===== src/tcp_pkg.sv =====
// Package with register map, field positions and reset values of the PWM timer.
package tcp_pkg;

  // ---------------------------------------------------------------------------
  // Register indices
  // ---------------------------------------------------------------------------
  localparam int         ADDR_W                    = 4;
  localparam int         DATA_W                    = 8;
  localparam logic [3:0] ADDR_CLOCK_SELECT         = 4'h0;
  localparam logic [3:0] ADDR_POLARITY_CLOCK_SRC   = 4'h1;
  localparam logic [3:0] ADDR_SCALED_CLOCK_DIVISOR = 4'h2;
  localparam logic [3:0] ADDR_CHANNEL_ENABLE       = 4'h3;
  localparam logic [3:0] ADDR_COUNTER_BASE         = 4'h4;
  localparam logic [3:0] ADDR_PERIOD_BASE          = 4'h8;
  localparam logic [3:0] ADDR_DUTY_BASE            = 4'hc;

  // ---------------------------------------------------------------------------
  // Field positions
  // ---------------------------------------------------------------------------
  localparam int JOIN_UPPER_PAIR_BIT  = 7;
  localparam int JOIN_LOWER_PAIR_BIT  = 6;
  localparam int CLOCK_A_PRESCALE_LSB = 4;
  localparam int CLOCK_B_PRESCALE_LSB = 0;
  localparam int CLOCK_SELECT_LSB     = 4;
  localparam int POLARITY_LSB         = 0;
  localparam int SCALED_CLOCK_TEST_BIT = 7;
  localparam int PERIOD_RESET_DIS_BIT = 5;
  localparam int ENABLE_LSB           = 0;

  // ---------------------------------------------------------------------------
  // Reset values
  // ---------------------------------------------------------------------------
  localparam logic [7:0] RESET_BYTE     = 8'h00;
  localparam logic [6:0] PRESCALE_RESET = 7'h00;
  localparam logic [6:0] PRESCALE_ONES  = 7'h7f;

endpackage


===== src/tcp_pwm_timer.sv =====
// Four-channel 8-bit PWM timer with pair joining, prescalers and register port.
// Operation
// - Four channels: counter, period, duty registers.
// - Channel runs and drives only when enabled.
// - Period match: polarity level, counter cleared.
// - Duty match inverts output for rest.
// - Polarity 0 starts low, 1 starts high.
// - Period and duty load on counter clear.
// - Counter write clears it; always readable.
// - Clock A is E over 1,2,4,8.
// - Clock B is E over two-power field.
// - Clock S is A over scaler, then two.
// - Clock select picks A/B or S.
// - Join bit makes one 16-bit channel.
// - Pair uses low channel clock; frees pin.
// - High counter read latches low byte.
// - Low write clears pair; high write ignored.
// - Test bits: S readback, no period clear.
//
// Design decisions made here: the placing of the registers and the plain strobed port.
`timescale 1ns/1ps

module tcp_pwm_timer (
  input  wire logic                         clk_in,
  input  wire logic                         arst_n_in,
  input  wire logic [tcp_pkg::ADDR_W-1:0]   addr_in,
  input  wire logic [tcp_pkg::DATA_W-1:0]   wr_data_in,
  input  wire logic                         wr_en_in,
  input  wire logic                         rd_en_in,
  input  wire logic                         test_mode_in,
  output logic      [tcp_pkg::DATA_W-1:0]   rd_data_out,
  output logic      [3:0]                   pwm_out,
  output logic      [3:0]                   pwm_oe_out
);
  import tcp_pkg::*;

  // ---------------------------------------------------------------------------
  // Helpers
  // ---------------------------------------------------------------------------
  // A tick of E divided by two to the power n, from the free prescaler.
  function automatic logic pow2_tick(input logic [6:0] pre, input logic [2:0] n);
    logic [6:0] m;
    m = PRESCALE_ONES >> (3'd7 - n);
    return &(pre | ~m);
  endfunction

  // ---------------------------------------------------------------------------
  // Registers and state
  // ---------------------------------------------------------------------------
  logic [7:0] clock_select_reg;
  logic [7:0] polarity_clock_source_reg;
  logic [7:0] scaled_clock_divisor;
  logic [3:0] channel_enable_bits;
  logic       scaled_clock_test;
  logic       period_match_reset_disable;
  logic [7:0] channel_counter [4];
  logic [7:0] channel_period  [4];
  logic [7:0] channel_duty    [4];
  logic [7:0] active_period   [4];
  logic [7:0] active_duty     [4];
  logic [3:0] out_level;
  logic [6:0] prescale;
  logic [7:0] scale_count;
  logic       s_half;
  logic [1:0] test_sync;
  logic [1:0] latch_valid;
  logic [7:0] latch_byte [2];

  logic       join_lower_pair;
  logic       join_upper_pair;
  logic [1:0] pair_joined;
  logic [3:0] channel_clock_select;
  logic [3:0] channel_polarity;
  logic       tick_a;
  logic       tick_b;
  logic       scale_hit;
  logic       tick_s;
  logic [3:0] ch_tick;
  logic       test_mode;
  logic       wr_counter;
  logic       rd_counter;
  logic [1:0] ch_sel;

  assign join_lower_pair      = clock_select_reg[JOIN_LOWER_PAIR_BIT];
  assign join_upper_pair      = clock_select_reg[JOIN_UPPER_PAIR_BIT];
  assign pair_joined          = {join_upper_pair, join_lower_pair};
  assign channel_clock_select = polarity_clock_source_reg[CLOCK_SELECT_LSB +: 4];
  assign channel_polarity     = polarity_clock_source_reg[POLARITY_LSB +: 4];
  assign test_mode            = test_sync[1];
  assign wr_counter           = wr_en_in && (addr_in[3:2] == ADDR_COUNTER_BASE[3:2]);
  assign rd_counter           = rd_en_in && (addr_in[3:2] == ADDR_COUNTER_BASE[3:2]);
  assign ch_sel               = addr_in[1:0];

  // ---------------------------------------------------------------------------
  // Test mode strap synchroniser
  // ---------------------------------------------------------------------------
  always_ff @(posedge clk_in or negedge arst_n_in) begin
    if (!arst_n_in) begin
      test_sync <= 2'b00;
    end else begin
      test_sync <= {test_sync[0], test_mode_in};
    end
  end

  // ---------------------------------------------------------------------------
  // Clock generation
  // ---------------------------------------------------------------------------
  always_ff @(posedge clk_in or negedge arst_n_in) begin
    if (!arst_n_in) begin
      prescale <= PRESCALE_RESET;
    end else begin
      prescale <= prescale + 7'h01;
    end
  end

  assign tick_a = pow2_tick(prescale,
                            {1'b0, clock_select_reg[CLOCK_A_PRESCALE_LSB +: 2]});
  assign tick_b = pow2_tick(prescale, clock_select_reg[CLOCK_B_PRESCALE_LSB +: 3]);

  // A divisor of zero wraps the compare to 8'hff, which gives 256 A ticks.
  assign scale_hit = tick_a && (scale_count == (scaled_clock_divisor - 8'h01));
  assign tick_s    = scale_hit && s_half;

  always_ff @(posedge clk_in or negedge arst_n_in) begin
    if (!arst_n_in) begin
      scale_count <= RESET_BYTE;
      s_half      <= 1'b0;
    end else if (scale_hit) begin
      scale_count <= RESET_BYTE;
      s_half      <= ~s_half;
    end else if (tick_a) begin
      scale_count <= scale_count + 8'h01;
    end
  end

  // Channels 0-1 choose A or S, channels 2-3 choose B or S.
  always_comb begin
    for (int i = 0; i < 4; i++) begin
      if (channel_clock_select[i]) begin
        ch_tick[i] = tick_s;
      end else begin
        ch_tick[i] = (i < 2) ? tick_a : tick_b;
      end
    end
  end

  // ---------------------------------------------------------------------------
  // Control registers
  // ---------------------------------------------------------------------------
  always_ff @(posedge clk_in or negedge arst_n_in) begin
    if (!arst_n_in) begin
      clock_select_reg           <= RESET_BYTE;
      polarity_clock_source_reg  <= RESET_BYTE;
      scaled_clock_divisor       <= RESET_BYTE;
      channel_enable_bits        <= 4'h0;
    end else if (wr_en_in) begin
      case (addr_in)
        ADDR_CLOCK_SELECT: begin
          clock_select_reg <= wr_data_in;
        end
        ADDR_POLARITY_CLOCK_SRC: begin
          polarity_clock_source_reg <= wr_data_in;
        end
        ADDR_SCALED_CLOCK_DIVISOR: begin
          scaled_clock_divisor <= wr_data_in;
        end
        ADDR_CHANNEL_ENABLE: begin
          channel_enable_bits <= wr_data_in[ENABLE_LSB +: 4];
        end
        default: begin
        end
      endcase
    end
  end

  // Factory bits only move in special test mode and clear as soon as it ends,
  // even while software keeps writing, so normal code can never see them set.
  always_ff @(posedge clk_in or negedge arst_n_in) begin
    if (!arst_n_in) begin
      scaled_clock_test          <= 1'b0;
      period_match_reset_disable <= 1'b0;
    end else if (!test_mode) begin
      scaled_clock_test          <= 1'b0;
      period_match_reset_disable <= 1'b0;
    end else if (wr_en_in && (addr_in == ADDR_CHANNEL_ENABLE)) begin
      scaled_clock_test          <= wr_data_in[SCALED_CLOCK_TEST_BIT];
      period_match_reset_disable <= wr_data_in[PERIOD_RESET_DIS_BIT];
    end
  end

  // Buffered period and duty values, written by software at any time.
  always_ff @(posedge clk_in or negedge arst_n_in) begin
    if (!arst_n_in) begin
      for (int i = 0; i < 4; i++) begin
        channel_period[i] <= RESET_BYTE;
        channel_duty[i]   <= RESET_BYTE;
      end
    end else if (wr_en_in) begin
      if (addr_in[3:2] == ADDR_PERIOD_BASE[3:2]) begin
        channel_period[ch_sel] <= wr_data_in;
      end
      if (addr_in[3:2] == ADDR_DUTY_BASE[3:2]) begin
        channel_duty[ch_sel] <= wr_data_in;
      end
    end
  end

  // ---------------------------------------------------------------------------
  // Channel engines
  // ---------------------------------------------------------------------------
  // Pair p holds high channel 2p and low channel 2p+1.
  always_ff @(posedge clk_in or negedge arst_n_in) begin
    if (!arst_n_in) begin
      for (int i = 0; i < 4; i++) begin
        channel_counter[i] <= RESET_BYTE;
        active_period[i]   <= RESET_BYTE;
        active_duty[i]     <= RESET_BYTE;
      end
      out_level <= 4'h0;
    end else begin
      for (int p = 0; p < 2; p++) begin
        int hi;
        int lo;
        logic [15:0] cnt16;
        hi = 2 * p;
        lo = 2 * p + 1;
        cnt16 = {channel_counter[hi], channel_counter[lo]};
        if (pair_joined[p]) begin
          if (wr_counter && (ch_sel == 2'(lo))) begin
            channel_counter[hi] <= RESET_BYTE;
            channel_counter[lo] <= RESET_BYTE;
            for (int k = hi; k <= lo; k++) begin
              active_period[k] <= channel_period[k];
              active_duty[k]   <= channel_duty[k];
            end
          end else if (channel_enable_bits[lo] && ch_tick[lo]) begin
            if (cnt16 == {active_period[hi], active_period[lo]}) begin
              out_level[lo] <= channel_polarity[lo];
              if (!period_match_reset_disable) begin
                channel_counter[hi] <= RESET_BYTE;
                channel_counter[lo] <= RESET_BYTE;
                for (int k = hi; k <= lo; k++) begin
                  active_period[k] <= channel_period[k];
                  active_duty[k]   <= channel_duty[k];
                end
              end else begin
                {channel_counter[hi], channel_counter[lo]} <= cnt16 + 16'h0001;
              end
            end else begin
              if (cnt16 == {active_duty[hi], active_duty[lo]}) begin
                out_level[lo] <= ~channel_polarity[lo];
              end
              {channel_counter[hi], channel_counter[lo]} <= cnt16 + 16'h0001;
            end
          end
        end else begin
          for (int k = hi; k <= lo; k++) begin
            if (wr_counter && (ch_sel == 2'(k))) begin
              channel_counter[k] <= RESET_BYTE;
              active_period[k]   <= channel_period[k];
              active_duty[k]     <= channel_duty[k];
            end else if (channel_enable_bits[k] && ch_tick[k]) begin
              if (channel_counter[k] == active_period[k]) begin
                out_level[k] <= channel_polarity[k];
                if (!period_match_reset_disable) begin
                  channel_counter[k] <= RESET_BYTE;
                  active_period[k]   <= channel_period[k];
                  active_duty[k]     <= channel_duty[k];
                end else begin
                  channel_counter[k] <= channel_counter[k] + 8'h01;
                end
              end else begin
                if (channel_counter[k] == active_duty[k]) begin
                  out_level[k] <= ~channel_polarity[k];
                end
                channel_counter[k] <= channel_counter[k] + 8'h01;
              end
            end
          end
        end
      end
    end
  end

  // ---------------------------------------------------------------------------
  // Pin drive
  // ---------------------------------------------------------------------------
  // A joined pair drives only the low channel pin; the high pin is left to GPIO.
  always_ff @(posedge clk_in or negedge arst_n_in) begin
    if (!arst_n_in) begin
      pwm_out    <= 4'h0;
      pwm_oe_out <= 4'h0;
    end else begin
      for (int i = 0; i < 4; i++) begin
        if ((i % 2 == 0) && pair_joined[i / 2]) begin
          pwm_out[i]    <= 1'b0;
          pwm_oe_out[i] <= 1'b0;
        end else begin
          pwm_out[i]    <= channel_enable_bits[i] & out_level[i];
          pwm_oe_out[i] <= channel_enable_bits[i];
        end
      end
    end
  end

  // ---------------------------------------------------------------------------
  // Coherent read latch
  // ---------------------------------------------------------------------------
  // The latch holds for exactly one cycle, so the low byte must be read next.
  always_ff @(posedge clk_in or negedge arst_n_in) begin
    if (!arst_n_in) begin
      latch_valid   <= 2'b00;
      latch_byte[0] <= RESET_BYTE;
      latch_byte[1] <= RESET_BYTE;
    end else begin
      for (int p = 0; p < 2; p++) begin
        latch_valid[p] <= rd_counter && pair_joined[p] && (ch_sel == 2'(2 * p));
        latch_byte[p]  <= channel_counter[2 * p + 1];
      end
    end
  end

  // ---------------------------------------------------------------------------
  // Read data
  // ---------------------------------------------------------------------------
  always_ff @(posedge clk_in or negedge arst_n_in) begin
    if (!arst_n_in) begin
      rd_data_out <= RESET_BYTE;
    end else if (rd_en_in) begin
      case (addr_in[3:2])
        ADDR_COUNTER_BASE[3:2]: begin
          if (ch_sel[0] && pair_joined[ch_sel[1]] && latch_valid[ch_sel[1]]) begin
            rd_data_out <= latch_byte[ch_sel[1]];
          end else begin
            rd_data_out <= channel_counter[ch_sel];
          end
        end
        ADDR_PERIOD_BASE[3:2]: begin
          rd_data_out <= channel_period[ch_sel];
        end
        ADDR_DUTY_BASE[3:2]: begin
          rd_data_out <= channel_duty[ch_sel];
        end
        default: begin
          case (addr_in)
            ADDR_CLOCK_SELECT: begin
              // Bit 3 is reserved and reads as zero.
              rd_data_out <= {clock_select_reg[7:4], 1'b0, clock_select_reg[2:0]};
            end
            ADDR_POLARITY_CLOCK_SRC: begin
              rd_data_out <= polarity_clock_source_reg;
            end
            ADDR_SCALED_CLOCK_DIVISOR: begin
              if (scaled_clock_test) begin
                rd_data_out <= {7'h00, s_half};
              end else begin
                rd_data_out <= scaled_clock_divisor;
              end
            end
            default: begin
              rd_data_out <= {scaled_clock_test, 1'b0, period_match_reset_disable,
                              1'b0, channel_enable_bits};
            end
          endcase
        end
      endcase
    end else begin
      rd_data_out <= RESET_BYTE;
    end
  end

endmodule


===== config.mk =====
export PLATFORM = sky130hd
export DESIGN_NAME = tcp_pwm_timer
export DESIGN_NICKNAME = d
export VERILOG_FILES = /design/src/tcp_pkg.sv /design/src/tcp_pwm_timer.sv
export SDC_FILE = /design/constraint.sdc
export NUM_CORES = 1
export LEC_CHECK = 0
export BUFFER_PORTS_ARGS = -buffer_cell sky130_fd_sc_hd__buf_2
export CAP_MARGIN = 20
export CORE_UTILIZATION = 58
export DETAILED_ROUTE_END_ITERATION = 7
export PLACE_DENSITY = 0.72
export SKIP_CTS_REPAIR_TIMING = 1
export SLEW_MARGIN = 20
export SYNTH_ARGS = -nofsm -noshare
export SYNTH_HDL_FRONTEND = slang
export SYNTH_SLANG_ARGS = --single-unit
export TNS_END_PERCENT = 1

===== constraint.sdc =====
create_clock -name clk_in -period 3.3 [get_ports clk_in]
set_input_delay 0 -clock clk_in [delete_from_list [all_inputs] [get_ports clk_in]]
set_output_delay 0 -clock clk_in [all_outputs]
set_load 0.1 [all_outputs]

==> flow_summary.toml <==
[critical_path]
crit_buf_inv = 1
end_kind = "register"
worst_ep_arrival_time_ns = 3.59
crit_path_start_kind = "register"
crit_path_max_incr_delay_ns = 0.82
worstRegToRegCells = 9
cpLargestDelayFamily = "compound AO/OA/AOI/OAI gates"
crit_type = "reg -> reg"
crit_cells = 9
path_max_fanout = 16
cp.required_ns = 3.73
path_cells = "inv_1 > ha_1 > and2_4 > a211oi_1 > o31ai_1 > and4_2 > nand3_2 > a311o_1 > mux2_2"
worst_path_max_delay_cell = "a311o_1"

[die]
die_width_microns = 149.5
die-area_sq_um = 22360
chipHeight_microns = 149.5
initial_core_util_pct = 59.67
io_pins = 33
coreArea_sq_um = 21150
rows = 53

[grt]
grt_pass1_vias = 8966
grt_start_max_net_pins = 91
grt_overflow = 0
grt_pass1_wl_microns = 53370
antenna_found_initial = 3
grt_usage_pct = 32.36

[cts]
cts.clk_slew.worst_paths_ns = 0.06
cts-root-buf = "clkbuf_16"
cts.path.max_buffers = 3
cts_buffers = 26
cts_tree = "built"
clkSinkCount = 245
cts_max_level = 1
insertion_delay_ns = 0.54

[sta]
rsz0062_at_grt = "false"
max_slew.worst_pin.slew_ns = 0.9820
min_period_ns = 3.158
hold_slack_ns = -0.00001771
finalSetupTns_ns = 0
final-hold-violation-count = 1
slew_headroom_pct = 34.53
fin_ws_ns = 0.1418
drv_slew = 0
fin_crit_sh_pct = 95.70
skew_ns = 0.02100
setup_violations = 0
max_freq_ghz = 0.3166

[logic_synthesis]
synth-seq-cells = 245
synth.distinct_cells = 80
synth.most_common_cell = "dfrtp_1"
netlist_area_sq_um = 12620
synth_top_area_cell = "dfrtp_1"
async_flop_share_pct = 100.0
synth_edf_count = 0
yosys_warnings = 0
synthesis.nets = 1100
syn_avg_cell_area_sq_um = 11.73
synth_top_area_share_pct = 48.57
syn-instance-count = 1076
synthTopCellsByCount = "245 x dfrtp_1, 118 x mux2_2, 78 x nand2_1"
ys_seq_area_share_pct = 48.57
synth_area_leaders = "dfrtp_1 49%, mux2_2 11%, mux4_2 4.5%"
synth-main-ff-cell = "dfrtp_1"

[hold_path]
worstHoldPathCells = 4
min_path_type = "in -> reg"

[detailed_routing]
firstDrtPassIters = 5
viasPerCell = 6.375
drc_errors = 0
wire_per_inst_microns = 24.22
postRouteAntennaNets = 0
drtIter0Drc = 684
routed_wl_microns = 34100
vias = 8976

[power_and_ir_drop]
total_power_w = 0.01116
powerDensity_nw_per_um2 = 790.5
vdd_ir_drop_max_v = 0.0005574
p_leak_nw = 6.286

[layout]
drive_gt1_share_pct = 26.74
ff_latch_area_sq_um = 6131
fillers = 1605
n_antenna_cell = 0
final_cells = 1408
area_delta_synth_final_pct = 11.81
finalNetCount = 1139
fin_util_pct = 66.72
multiInputGateArea_sq_um = 6110

[flow_run]
cap_violations = 0

[outcome]
status = "complete, but fails checks"
violations = "negative hold slack"

[placement]
gp_congestion = 0.9516
dp_slack_ns = 0.1564
dp_hpwl_microns = 24440
dp.cells = 1354
io_buffers = 32
where the power goes:
part	switching [W]	internal [W]	leakage [nW]
logic	0.00184	0.00153	2.78
clock network	0.00123	0.00190	0.447
registers	0.000869	0.00379	3.06
placed cells by master (no fill, tap or decap), types with 7 or more instances in the layout:
cell,instances
nand4_1,11
nand2_1,78
xor2_1,59
mux2_1,30
mux2i_1,14
o21ai_0,40
a31oi_1,22
dlygate4sd3_1,8
and2_1,8
nand2b_1,14
nand3_1,20
and3_1,12
nor2_1,53
buf_4,39
xnor2_1,28
nor4_1,11
clkbuf_16,26
nor2b_1,18
a21oi_1,29
inv_1,14
mux2_2,118
buf_2,31
dfrtp_1,245
ha_1,7
o21bai_1,7
mux2_4,10
nor3_1,12
mux4_2,25
cell type report:
type                       instances  area share, %
clock inverter                    14          1.498
inverter                          14         0.3723
sequential                       245          43.44
clock buffer                      32          4.982
timing repair buffer              80          3.989
tap                              275          2.438
multi-input combinational        748          43.29
through the flow:
| stage | instance area (sq um) | hold WS (ns) |
|---|---|---|
| 3_3_place_gp | 13120 | 0.04507 |
| 2_1_floorplan | 12620 | -0.2956 |
| 3_5_place_dp | 13120 | 0.04921 |
| 4_1_cts | 14030 | -0.5072 |
| 5_1_grt | 14110 | 0.02187 |
| 6_report | 14110 | -0.00001771 |
worst paths after layout:
path	to	slack, ns	startpoint
max in group asynchronous	channel_period[29]	2.34	arst_n_in
min reg2reg	test_sync[1]	0.35	test_sync[0]
max reg2reg	active_duty[20]	0.14	scaled_clock_divisor[0]
max	active_duty[20]	0.14	scaled_clock_divisor[0]
min in group asynchronous	rd_data_out[3]	0.07	arst_n_in
min	rd_data_out[2]	-0.00002	addr_in[3]
routing by layer:
layer	share of wire (%)	vias to the layer above	GRT usage, %
met3	7.1	76	5.183
met5	0.094	-	0
met4	3.5	4	11.73
met1	43	4541	46.13
met2	46	370	50.16
li1	-	3985	-
worst min-delay path, cell delays in order:
cell     delay, ns
buf_2         0.11
buf_4         0.20
nand2_1       0.08
a31oi_1       0.10
cell families (layout without fill, tap and decap cells):
| group | Yosys count | after routing | share of synthesized area, % |
|---|---|---|---|
| flops | 245 | 245 | 48.57 |
| fa+ha+maj | 7 | 7 | 0.6938 |
| simple gates | 277 | 277 | 11.82 |
| mux | 197 | 197 | 19.96 |
| xor+xnor | 87 | 87 | 6.036 |
| buf+inv | 83 | 140 | 3.033 |
| compound gates | 180 | 180 | 9.892 |
No activity file was read; power rests on OpenSTA's default activity.
